==> src/hw/svic_defines.vh <==
// Register map, field positions and reset values of the interrupt controller
`ifndef SVIC_DEFINES_VH
`define SVIC_DEFINES_VH

// Register offsets on the 8-bit register port
`define SVIC_OFS_ENABLE_A 8'h0b
`define SVIC_OFS_PENDING_A 8'h0c
`define SVIC_OFS_ENABLE_B 8'h0d
`define SVIC_OFS_PENDING_B 8'h0e
`define SVIC_OFS_OPTION_EDGE 8'h81
`define SVIC_OFS_OPTION_PIN 8'h91

// Bit positions in enable/pending register pair A
`define SVIC_A_ADC 7
`define SVIC_A_SECOND_TIMER 6
`define SVIC_A_TIMER_ONE 5
`define SVIC_A_TIMER_ZERO 4
`define SVIC_A_WAKEUP_TIMER 3
`define SVIC_A_EXT_TWO 2
`define SVIC_A_EXT_ONE 1
`define SVIC_A_EXT_ZERO 0

// Bit positions in enable/pending register pair B
`define SVIC_B_COMPARATOR 4
`define SVIC_B_PWM 1
`define SVIC_B_LOW_VOLTAGE 0
`define SVIC_B_USED_MASK 8'h13

// Edge/prescale option register fields
`define SVIC_OPT_EXT_ZERO_EDGE 6
`define SVIC_OPT_EXT_ONE_EDGE 5
`define SVIC_OPT_EDGE_MASK 8'hef

// Pin select option register fields
`define SVIC_OPT_EXT_TWO_PIN 2
`define SVIC_OPT_EXT_ONE_PIN 1
`define SVIC_OPT_EXT_ZERO_PIN 0
`define SVIC_OPT_PIN_MASK 8'h37

// Reset values
`define SVIC_RST_ENABLE 8'h00
`define SVIC_RST_PENDING 8'h00
`define SVIC_RST_OPTION_EDGE 8'h0f
`define SVIC_RST_OPTION_PIN 8'h00

// Vector inserted as a long call target
`define SVIC_VECTOR_ADDR 12'h004

`endif

==> src/hw/svic_top.v <==
// Single-vector interrupt controller with register port and core handshake
//
// Function
// - Eleven sources, one level, one vector
// - Events set pending regardless of enable
// - Request only when pending and enabled
// - Accept at instruction end, call 004
// - In-service clears after instruction past return
// - Requests are level sensitive until cleared
// - Writing zero clears a pending flag
// - Register A bit order: ADC..external zero
// - Wakeup enable bit also runs wakeup timer
// - ADC flag set on conversion complete
// - Timer flags set on overflow
// - Wakeup flag set on timeout
// - External two: falling edge only
// - External zero/one edge select bits
// - Register B: comparator, PWM, low voltage
// - Comparator, PWM, low-voltage events set flags
// - Pin select bits for external inputs
// - All enables, flags, selects reset zero
// - Idle and stop mode wake sources
//
// Decided for this implementation: the address-and-strobe port.
`timescale 1ns/100ps
`include "svic_defines.vh"

module svic_top #(
  parameter ADDR_W = 8
) (
  input wire ref_clk,
  input wire rst_n,
  // Register port
  input wire [ADDR_W-1:0] reg_addr,
  input wire [7:0] reg_wdata,
  input wire reg_wr,
  input wire reg_rd,
  output reg [7:0] reg_rdata,
  // Peripheral event pulses
  input wire adc_done,
  input wire second_timer_ovf,
  input wire timer_one_ovf,
  input wire timer_zero_ovf,
  input wire wakeup_timer_timeout,
  input wire comparator_trigger,
  input wire pwm_rollover,
  input wire low_voltage_detect,
  // Candidate pins for the external inputs
  input wire pin_pa3,
  input wire pin_pb2,
  input wire pin_pa1,
  input wire pin_pb1,
  input wire pin_pa7,
  input wire pin_pb5,
  // Processor core handshake
  input wire instr_end,
  input wire return_from_interrupt,
  output wire irq_req,
  output reg long_call,
  output wire [11:0] vector_addr,
  output reg in_service,
  // Power management and option register outputs
  input wire idle_mode,
  input wire stop_mode,
  input wire pin_change,
  output reg wake_req,
  output wire wakeup_timer_run,
  output wire [7:0] option_edge_prescale_q,
  output wire [7:0] option_pin_select_q
);

  // Software visible state
  reg [7:0] irq_enable_a; // Enable bits, pair A
  reg [7:0] irq_pending_a; // Pending flags, pair A
  reg [7:0] irq_enable_b; // Enable bits, pair B
  reg [7:0] irq_pending_b; // Pending flags, pair B
  reg [7:0] option_edge_prescale; // Edge select and prescalers
  reg [7:0] option_pin_select; // Pin select and PWM clock

  // Return tracking
  reg ret_seen; // Return instruction has executed

  // External input edge logic
  reg [2:0] ext_prev; // Previous selected pin level
  reg ext_primed; // Previous level holds a real sample
  wire [2:0] ext_level; // Selected pin level per input
  wire [2:0] ext_rise_sel; // One selects rising edge
  wire [2:0] ext_event; // Edge detected per input

  // Decoded write strobes
  wire wr_en_a;
  wire wr_pend_a;
  wire wr_en_b;
  wire wr_pend_b;
  wire wr_opt_edge;
  wire wr_opt_pin;

  // Event vectors laid out in register order
  wire [7:0] evt_a;
  wire [7:0] evt_b;
  wire [7:0] clr_a;
  wire [7:0] clr_b;
  wire [7:0] next_pending_a;
  wire [7:0] next_pending_b;

  // Request terms
  wire [7:0] active_a;
  wire [7:0] active_b;
  wire any_active;
  wire take_irq;
  wire ret_done;
  wire next_wake;

  // Address decode for the register port
  // Full compare: an unmapped write touches nothing, and the
  // port never waits, so no error path is needed
  assign wr_en_a = reg_wr && (reg_addr == `SVIC_OFS_ENABLE_A);
  assign wr_pend_a = reg_wr && (reg_addr == `SVIC_OFS_PENDING_A);
  assign wr_en_b = reg_wr && (reg_addr == `SVIC_OFS_ENABLE_B);
  assign wr_pend_b = reg_wr && (reg_addr == `SVIC_OFS_PENDING_B);
  assign wr_opt_edge = reg_wr && (reg_addr == `SVIC_OFS_OPTION_EDGE);
  assign wr_opt_pin = reg_wr && (reg_addr == `SVIC_OFS_OPTION_PIN);

  // Pin muxes; zero picks the first pin of each pair
  assign ext_level[0] = option_pin_select[`SVIC_OPT_EXT_ZERO_PIN] ?
                        pin_pb2 : pin_pa3;
  assign ext_level[1] = option_pin_select[`SVIC_OPT_EXT_ONE_PIN] ?
                        pin_pb1 : pin_pa1;
  assign ext_level[2] = option_pin_select[`SVIC_OPT_EXT_TWO_PIN] ?
                        pin_pb5 : pin_pa7;

  // Edge polarity; input two has no rising option
  assign ext_rise_sel[0] =
    option_edge_prescale[`SVIC_OPT_EXT_ZERO_EDGE];
  assign ext_rise_sel[1] =
    option_edge_prescale[`SVIC_OPT_EXT_ONE_EDGE];
  // No select bit exists for input two; tied to falling
  assign ext_rise_sel[2] = 1'b0;

  // One edge detector per external input
  genvar gi;
  generate
    for (gi = 0; gi < 3; gi = gi + 1) begin : g_ext
      // Falling when select is zero, rising when one
      // Gated until the first real sample after reset
      assign ext_event[gi] = ext_primed &&
        (ext_rise_sel[gi] ? (ext_level[gi] && !ext_prev[gi])
                          : (!ext_level[gi] && ext_prev[gi]));
    end
  endgenerate

  // Previous sample; first cycle after reset is not trusted,
  // otherwise a pin sitting high would fake a rising edge
  always @(posedge ref_clk) begin
    if (!rst_n) begin
      // History not yet valid
      ext_prev <= 3'h0;
      ext_primed <= 1'b0;
    end else begin
      // Track the selected level every cycle
      ext_prev <= ext_level;
      ext_primed <= 1'b1;
    end
  end

  // Hardware events in pair A bit order
  assign evt_a[`SVIC_A_ADC] = adc_done;
  assign evt_a[`SVIC_A_SECOND_TIMER] = second_timer_ovf;
  assign evt_a[`SVIC_A_TIMER_ONE] = timer_one_ovf;
  assign evt_a[`SVIC_A_TIMER_ZERO] = timer_zero_ovf;
  assign evt_a[`SVIC_A_WAKEUP_TIMER] = wakeup_timer_timeout;
  assign evt_a[`SVIC_A_EXT_TWO] = ext_event[2];
  assign evt_a[`SVIC_A_EXT_ONE] = ext_event[1];
  assign evt_a[`SVIC_A_EXT_ZERO] = ext_event[0];

  // Hardware events in pair B bit order; unused bits never set
  assign evt_b = {3'h0, comparator_trigger, 2'h0,
                  pwm_rollover, low_voltage_detect};

  // Zero written to a flag clears it; a one leaves it alone
  assign clr_a = wr_pend_a ? ~reg_wdata : 8'h00;
  assign clr_b = wr_pend_b ? ~reg_wdata : 8'h00;

  // Set beats clear so an event in the clearing cycle survives;
  // enable plays no part in setting a flag
  assign next_pending_a = (irq_pending_a & ~clr_a) | evt_a;
  assign next_pending_b = ((irq_pending_b & ~clr_b) | evt_b) &
                          `SVIC_B_USED_MASK;

  // Pending flag registers
  // Trade-off: an event input held high keeps setting its
  // flag, so sources are expected to give one-cycle pulses
  always @(posedge ref_clk) begin
    if (!rst_n) begin
      irq_pending_a <= `SVIC_RST_PENDING;
      irq_pending_b <= `SVIC_RST_PENDING;
    end else begin
      irq_pending_a <= next_pending_a;
      irq_pending_b <= next_pending_b;
    end
  end

  // Enable and option registers
  always @(posedge ref_clk) begin
    if (!rst_n) begin
      // Selects start at zero; prescale fields at their default
      irq_enable_a <= `SVIC_RST_ENABLE;
      irq_enable_b <= `SVIC_RST_ENABLE;
      option_edge_prescale <= `SVIC_RST_OPTION_EDGE;
      option_pin_select <= `SVIC_RST_OPTION_PIN;
    end else begin
      // Pair A is fully writable
      if (wr_en_a) begin
        irq_enable_a <= reg_wdata;
      end
      // Pair B keeps only its three implemented bits
      if (wr_en_b) begin
        irq_enable_b <= reg_wdata & `SVIC_B_USED_MASK;
      end
      // Bit 4 of the edge register is not implemented
      if (wr_opt_edge) begin
        option_edge_prescale <= reg_wdata & `SVIC_OPT_EDGE_MASK;
      end
      // Pin select and PWM clock fields only
      if (wr_opt_pin) begin
        option_pin_select <= reg_wdata & `SVIC_OPT_PIN_MASK;
      end
    end
  end

  // The wakeup enable bit doubles as the timer run enable
  // Clearing it stops the timer as well as masking it
  assign wakeup_timer_run = irq_enable_a[`SVIC_A_WAKEUP_TIMER];

  // Option fields that belong to other units
  assign option_edge_prescale_q = option_edge_prescale;
  assign option_pin_select_q = option_pin_select;

  // Sources that are both pending and enabled
  assign active_a = irq_pending_a & irq_enable_a;
  assign active_b = irq_pending_b & irq_enable_b;
  // One request line covers all eleven sources
  assign any_active = |{active_a, active_b};

  // Level request, held off while a routine is in service;
  // it stays up until software clears the flag
  assign irq_req = any_active && !in_service;

  // Take only at an instruction boundary
  assign take_irq = instr_end && irq_req;

  // In-service drops at the end of the instruction after return
  assign ret_done = instr_end && ret_seen;

  // Single common vector; the handler finds its source by
  // reading the pending flags
  assign vector_addr = `SVIC_VECTOR_ADDR;

  // In-service flag and long call insertion
  always @(posedge ref_clk) begin
    if (!rst_n) begin
      // No service in progress after reset
      in_service <= 1'b0;
      long_call <= 1'b0;
      ret_seen <= 1'b0;
    end else begin
      // Vector call lasts exactly one cycle
      long_call <= take_irq;
      if (take_irq) begin
        in_service <= 1'b1;
      end else if (ret_done) begin
        // Still gated this cycle, so the next main-program
        // instruction always runs before a new take
        in_service <= 1'b0;
      end
      // Return seen only while in service; cleared once used
      if (return_from_interrupt && in_service) begin
        ret_seen <= 1'b1;
      end else if (ret_done) begin
        ret_seen <= 1'b0;
      end
    end
  end

  // Wake sources per low-power mode
  assign next_wake =
    (idle_mode &&
      (active_a[`SVIC_A_WAKEUP_TIMER] ||
       active_a[`SVIC_A_SECOND_TIMER] ||
       active_a[`SVIC_A_EXT_TWO] ||
       active_a[`SVIC_A_EXT_ONE] ||
       active_a[`SVIC_A_EXT_ZERO])) ||
    (stop_mode &&
      (active_a[`SVIC_A_EXT_TWO] ||
       active_a[`SVIC_A_EXT_ONE] ||
       active_a[`SVIC_A_EXT_ZERO] ||
       pin_change));

  // Registered wake request to the power manager
  // The request lags its condition by one cycle; the power
  // manager has to tolerate that delay
  always @(posedge ref_clk) begin
    if (!rst_n) begin
      wake_req <= 1'b0;
    end else begin
      wake_req <= next_wake;
    end
  end

  // Read data one cycle after the strobe, zero otherwise;
  // unmapped addresses read as zero
  always @(posedge ref_clk) begin
    if (!rst_n) begin
      reg_rdata <= 8'h00;
    end else if (reg_rd) begin
      case (reg_addr)
        // Pair A
        `SVIC_OFS_ENABLE_A: begin
          reg_rdata <= irq_enable_a;
        end
        `SVIC_OFS_PENDING_A: begin
          reg_rdata <= irq_pending_a;
        end
        // Pair B
        `SVIC_OFS_ENABLE_B: begin
          reg_rdata <= irq_enable_b;
        end
        `SVIC_OFS_PENDING_B: begin
          reg_rdata <= irq_pending_b;
        end
        // Option registers
        `SVIC_OFS_OPTION_EDGE: begin
          reg_rdata <= option_edge_prescale;
        end
        `SVIC_OFS_OPTION_PIN: begin
          reg_rdata <= option_pin_select;
        end
        default: begin
          reg_rdata <= 8'h00;
        end
      endcase
    end else begin
      reg_rdata <= 8'h00;
    end
  end

endmodule // svic_top

==> config.mk <==
export PLATFORM = sky130hd
export DESIGN_NAME = svic_top
export DESIGN_NICKNAME = d
export VERILOG_FILES = /design/src/hw/svic_top.v
export VERILOG_INCLUDE_DIRS = /design/src /design/src/hw
export SDC_FILE = /design/constraint.sdc
export NUM_CORES = 1
export LEC_CHECK = 0
export ABC_AREA = 1
export BUFFER_PORTS_ARGS = -buffer_cell sky130_fd_sc_hd__buf_2
export CORE_MARGIN = 10
export CORE_UTILIZATION = 45
export CTS_BUF_LIST = sky130_fd_sc_hd__clkbuf_16
export DETAILED_ROUTE_END_ITERATION = 8
export PLACE_DENSITY = 0.78
export SYNTH_ARGS = -nofsm -noshare
export SYNTH_HDL_FRONTEND = slang
export SYNTH_SLANG_ARGS = --single-unit
export TNS_END_PERCENT = 5
==> constraint.sdc <==
create_clock -name ref_clk -period 0.95 [get_ports ref_clk]
set_input_delay 0.0475 -clock ref_clk [delete_from_list [all_inputs] [get_ports ref_clk]]
set_output_delay 0.0475 -clock ref_clk [all_outputs]
set_load 0.01 [all_outputs]
Word-level counts from Yosys, hierarchy flattened. Index checks and enable logic that the tools add are counted.

Register bits after elaboration: 50. Input bits: 39. Logic and storage cells: 78.

Equal/unequal tests: 6. Multiplexer cells: 12. Bitwise operators: 9. Reduce and logical (&&, ||, !) cells: 38.

Operator list (count): one-hot mux 8 bit (6 select lines) (1); == test 8 x 4 -> 1 bit (second input constant) (4); logical AND 1 bit (20); AND 8 bit (2); == test 8 bit (second input constant) (2); inverter 8 bit (2); OR reduction 16 bit (1); AND 5 bit (2); 2-to-1 mux 1 bit (9); logical OR 1 bit (8); 2-to-1 mux 8 bit (1); OR 8 bit (1); logical NOT 1 bit (6); 2-to-1 mux 5 bit (1); inverter 5 bit (1); OR 5 bit (1); nonzero test 2 bit (2); AND reduction 2 bit (1).

Logic depth before layout (Yosys ltp).
Depth in word-level cells: 7. Mapped depth: 9.

Worst setup path before layout. OpenSTA, ideal clock, no wires.

Path kind: register -> register. From: register option_pin_select[0] (netlist: option_pin_select_q[0]). To: register irq_pending_a[0]. Setup time: 132 ps. Arrival time: 936 ps. Required time: 818 ps. Path slack: -119 ps. Stages on the path, launching flop included: 5. Path buffers: 0. Period minus slack after synthesis: 1069 ps. Path through: dfxtp_1 -> o21ai_0 -> or2_2 -> nand3_1 -> a21oi_1.

Word-level cells in the longest chain between the ends: 6.

Ends and longest elaborated chain: from (decl) (RTL line svic_top.v:78) `reg [7:0] option_pin_select;`; from (signal assigned) (RTL line svic_top.v:210) `` option_pin_select <= `SVIC_RST_OPTION_PIN; ``; from (signal assigned) (RTL line svic_top.v:226) `` option_pin_select <= reg_wdata & `SVIC_OPT_PIN_MASK; ``; 2-to-1 mux 1 bit (*) (RTL line svic_top.v:125) `` assign ext_level[0] = option_pin_select[`SVIC_OPT_EXT_ZERO_PIN] ? ``; logical NOT 1 bit (RTL line svic_top.v:148) `: (!ext_level[gi] && ext_prev[gi]));`; logical AND 1 bit (RTL line svic_top.v:148); 2-to-1 mux 1 bit (*) (RTL line svic_top.v:147) `(ext_rise_sel[gi] ? (ext_level[gi] && !ext_prev[gi])`; logical AND 1 bit (*) (RTL line svic_top.v:146) `assign ext_event[gi] = ext_primed &&`; OR 8 bit (*) (RTL line svic_top.v:186) `assign next_pending_a = (irq_pending_a & ~clr_a) | evt_a;`; to (signal assigned) (RTL line svic_top.v:195) `` irq_pending_a <= `SVIC_RST_PENDING; ``; to (signal assigned) (RTL line svic_top.v:198) `irq_pending_a <= next_pending_a;`; to (decl) (RTL line svic_top.v:74) `reg [7:0] irq_pending_a;`.

Mark *: on every way between the ends. The rest lies on a longest branch, timed or not. A chain may end at the register's enable or synchronous reset.

Final worst setup path.
From: register irq_pending_a[2]. To: output port irq_req.

Word-level cells in the longest chain between the ends: 3.

Ends and longest elaborated chain: AND 8 bit (RTL line svic_top.v:240) `assign active_a = irq_pending_a & irq_enable_a;`; OR reduction 16 bit (RTL line svic_top.v:243) `assign any_active = |{active_a, active_b};`; logical AND 1 bit (RTL line svic_top.v:247) `assign irq_req = any_active && !in_service;`; to (decl) (RTL line svic_top.v:58) `output wire irq_req,`.

Every way passes these cells.

==> results by group <==
Floorplan
  • Starting Density: 47.3%
  • DIE HEIGHT: 94.0 µm
  • Core box area: 0.00520 mm²
  • Die X: 94.0 µm
  • Rows: 26
  • Die area: 0.00883 mm²
  • I/O Pins: 80

Global routing
  • Initial antenna violation count: 0
  • Number of global-route vias before repair: about 2700
  • Remaining global-route overflow: 0
  • Global Route Usage Sum: about 18%
  • First-pass GRT wire length: 12.6 mm
  • Largest net degree at the start of global routing: 36

Outcome
  • Violated checks: setup timing
  • Status: finished, violations left

Routing
  • DR vias: about 2700
  • Wire length per cell: 14.7 µm
  • Vias per cell: 5.02
  • # DRC: 0
  • DR pass1 iterations: 4
  • Starting DRT DRC Count: 307
  • Post-DRT Antenna Nets: 0
  • Total Routed Length: 7.96 mm

Setup path
  • Slowest CP cell: dfxtp_2
  • CP Class: reg -> out
  • First element of the critical path: irq_pending_a[2]
  • Critical path buffers and inverters: 2
  • Worst Setup End Kind: output port
  • CP Max Fanout: 2
  • Cell family with most CP delay: simple AND/OR/NAND/NOR gates
  • R2R Path Start: irq_pending_a[2]
  • Critical path data arrival time: 1.28 ns
  • Critical Path Start Type: flip-flop
  • Crit-path cells: nand2_2 -> nand3_2 -> a21oi_2 -> nand3b_1 -> nand2_1 -> inv_1 -> buf_6
  • R2R Setup Slk: -0.10 ns
  • CP Depth: 7
  • Data required, critical path: 0.90 ns
  • Critical path's largest stage delay: between 0.3 and 0.4 ns
  • Capture point of the worst reg-to-reg path: wake_req
  • Register-to-Register Path Depth: 6
  • Crit path capture: irq_req

Timing
  • Max Freq: 752 MHz
  • Tmin final: approximately 1.3 ns
  • RSZ-0062 raised after global routing: yes
  • WHS: 0.00350 ns
  • Final critical-path share of the clock period: 140%
  • Final setup viols: 4
  • Hold Vio Cnt, Final: 0
  • Slew Viols, Final: 0
  • Worst Setup Slack, final: -0.380 ns
  • Worst clock skew: 0.00511 ns

Power
  • Pwr Density: between 1000 and 1500 mW/mm²
  • Worst IR Drop VDD: approximately 0.87 mV
  • Total Power: 4.69 mW
  • Leakage: around 1.7 nW

Clock network
  • CTS tree: yes
  • Clock sinks: 50
  • Skew-Pair Late Insertion Delay: 0.29 ns
  • H-tree levels: 2
  • Num CTS Buffers: 5
  • Clock Root Buffer: clkbuf_16
  • Clock transition at path regs: 0.07 ns
  • Clock buffer depth: 2

Final layout
  • # fillers: 457
  • Final non-filler cell area: between 0.003 and 0.004 mm²
  • FF/Latch Area: between 0.001 and 0.0015 mm²
  • Antenna fix cells: 0
  • Syn-to-layout area delta: 40.7%
  • Multi-input logic area: 0.00127 mm²
  • Post-layout util: 66.6%
  • Share of layout cells above drive strength 1: 32.7%
  • Commonest non-fill, non-tap cell in the layout: nand2_1
  • Commonest non-fill, non-tap cells in the layout: 86 x nand2_1, 60 x buf_2, 52 x nand3_1
  • Final nets: 509

Yosys
  • Synth Cell Area: ~0.0025 mm²
  • Library cells used by synthesis: 24
  • Sequential element share of the synthesized area: approximately two fifths
  • Syn. warnings: 0
  • Post-synthesis register bit count: 50
  • Syn_area_per_cell: 6.88 µm²
  • Post-Syn Instances: 358

Placed design
  • Area after detailed placement: approximately 0.0031 mm²
  • Routability cong.: between 0.9 and 1
  • # port buffers: 63
  • Dpl hpwl: about 6 mm

Min path
  • Hold Crit Class: in -> reg
  • Hold-critical path depth: 3

Job
  • Max_cap viols: 0
-- worst min-delay path by stage --
| stage | start | end |
|---|---|---|
| 6_report | low_voltage_detect | irq_pending_b[0] |
| 5_1_grt | low_voltage_detect | irq_pending_b[0] |
| 4_1_cts | low_voltage_detect | irq_pending_b[0] |
| 3_5_place_dp | second_timer_ovf | irq_pending_a[6] |
| 3_3_place_gp | wakeup_timer_timeout | irq_pending_a[3] |
| 2_1_floorplan | rst_n | ext_primed |
-- worst min-delay path: stages --
cell and delay, ns:
buf_2 0.10, inv_1 0.05, a21oi_1 0.06
-- kinds of logic after synthesis --
family	Yosys count	share of synthesized area (%)
multiplexers	1	0.406
buffers and inverters	59	12.2
flip-flops	50	40.6
AND/OR/NAND/NOR	200	36.6
other	2	0.305
AO/OA/AOI/OAI	46	9.85
-- metrics by stage --
step	TNS, ns	setup slack, ns	instances
floorplan	-0.0234	-0.0234	372
global placement	-5.44	-0.205	525
detailed placement	-6.61	-0.209	525
CTS	-0.560	-0.387	541
global route	-1.08	-0.485	541
finish	-0.605	-0.380	541
-- timing repair --
item	4_1_cts	5_1_grt
setup buffers	1	0
setup endpoints to repair	6	26
gates resized for setup	9	24
hold endpoints to repair	7	0
hold buffers	7	0
pin swaps	4	5
-- Yosys cell counts (all sizes together) --
cell type	n	area [µm²]
clkbuf	4	15.0
nand3b	5	37.5
a21oi	34	170
nand3	54	270
or2	1	6.26
nand4	6	37.5
o21ai	7	35.0
conb	2	7.51
nor2	40	183
nor3	1	5.00
dfxtp	50	1000
clkinv	2	7.51
inv	30	113
buf	23	166
nand2	93	362
mux2i	1	10.0
o211ai	5	37.5
-- area by class of cell --
class	instances	share of cell area (%)
Multi-Input combinational cell	263	36.7
Clock inverter	3	1.19
Inverter	32	3.57
Clock buffer	5	3.61
Timing Repair Buffer	118	23.2
Tap cell	70	2.53
Sequential cell	50	29.2
-- state kept, by name (all words and copies together), names as in the netlist --
| name | cells |
|---|---|
| ret_seen | 1 |
| wake_req | 1 |
| irq_pending_a | 8 |
| irq_enable_b | 3 |
| irq_pending_b | 3 |
| option_edge_prescale_q | 7 |
| option_pin_select_q | 5 |
| in_service | 1 |
| ext_primed | 1 |
| irq_enable_a | 8 |
| ext_prev | 3 |
| reg_rdata | 8 |
| long_call | 1 |
-- routing by layer --
layer	global-route usage (%)	wire length [µm]
met2	28.6	3640
met5	0	0
met3	5.04	808
met4	6.46	214
met1	21.7	3300
-- power by group --
group          switching, mW  internal [mW]  total (mW)  leakage [nW]
logic                  0.284          0.225       0.509          1.18
registers             0.0286           2.14        2.17         0.411
clock network          0.777           1.23        2.01        0.0812
Note: power is estimated with default switching activity, not from simulation.
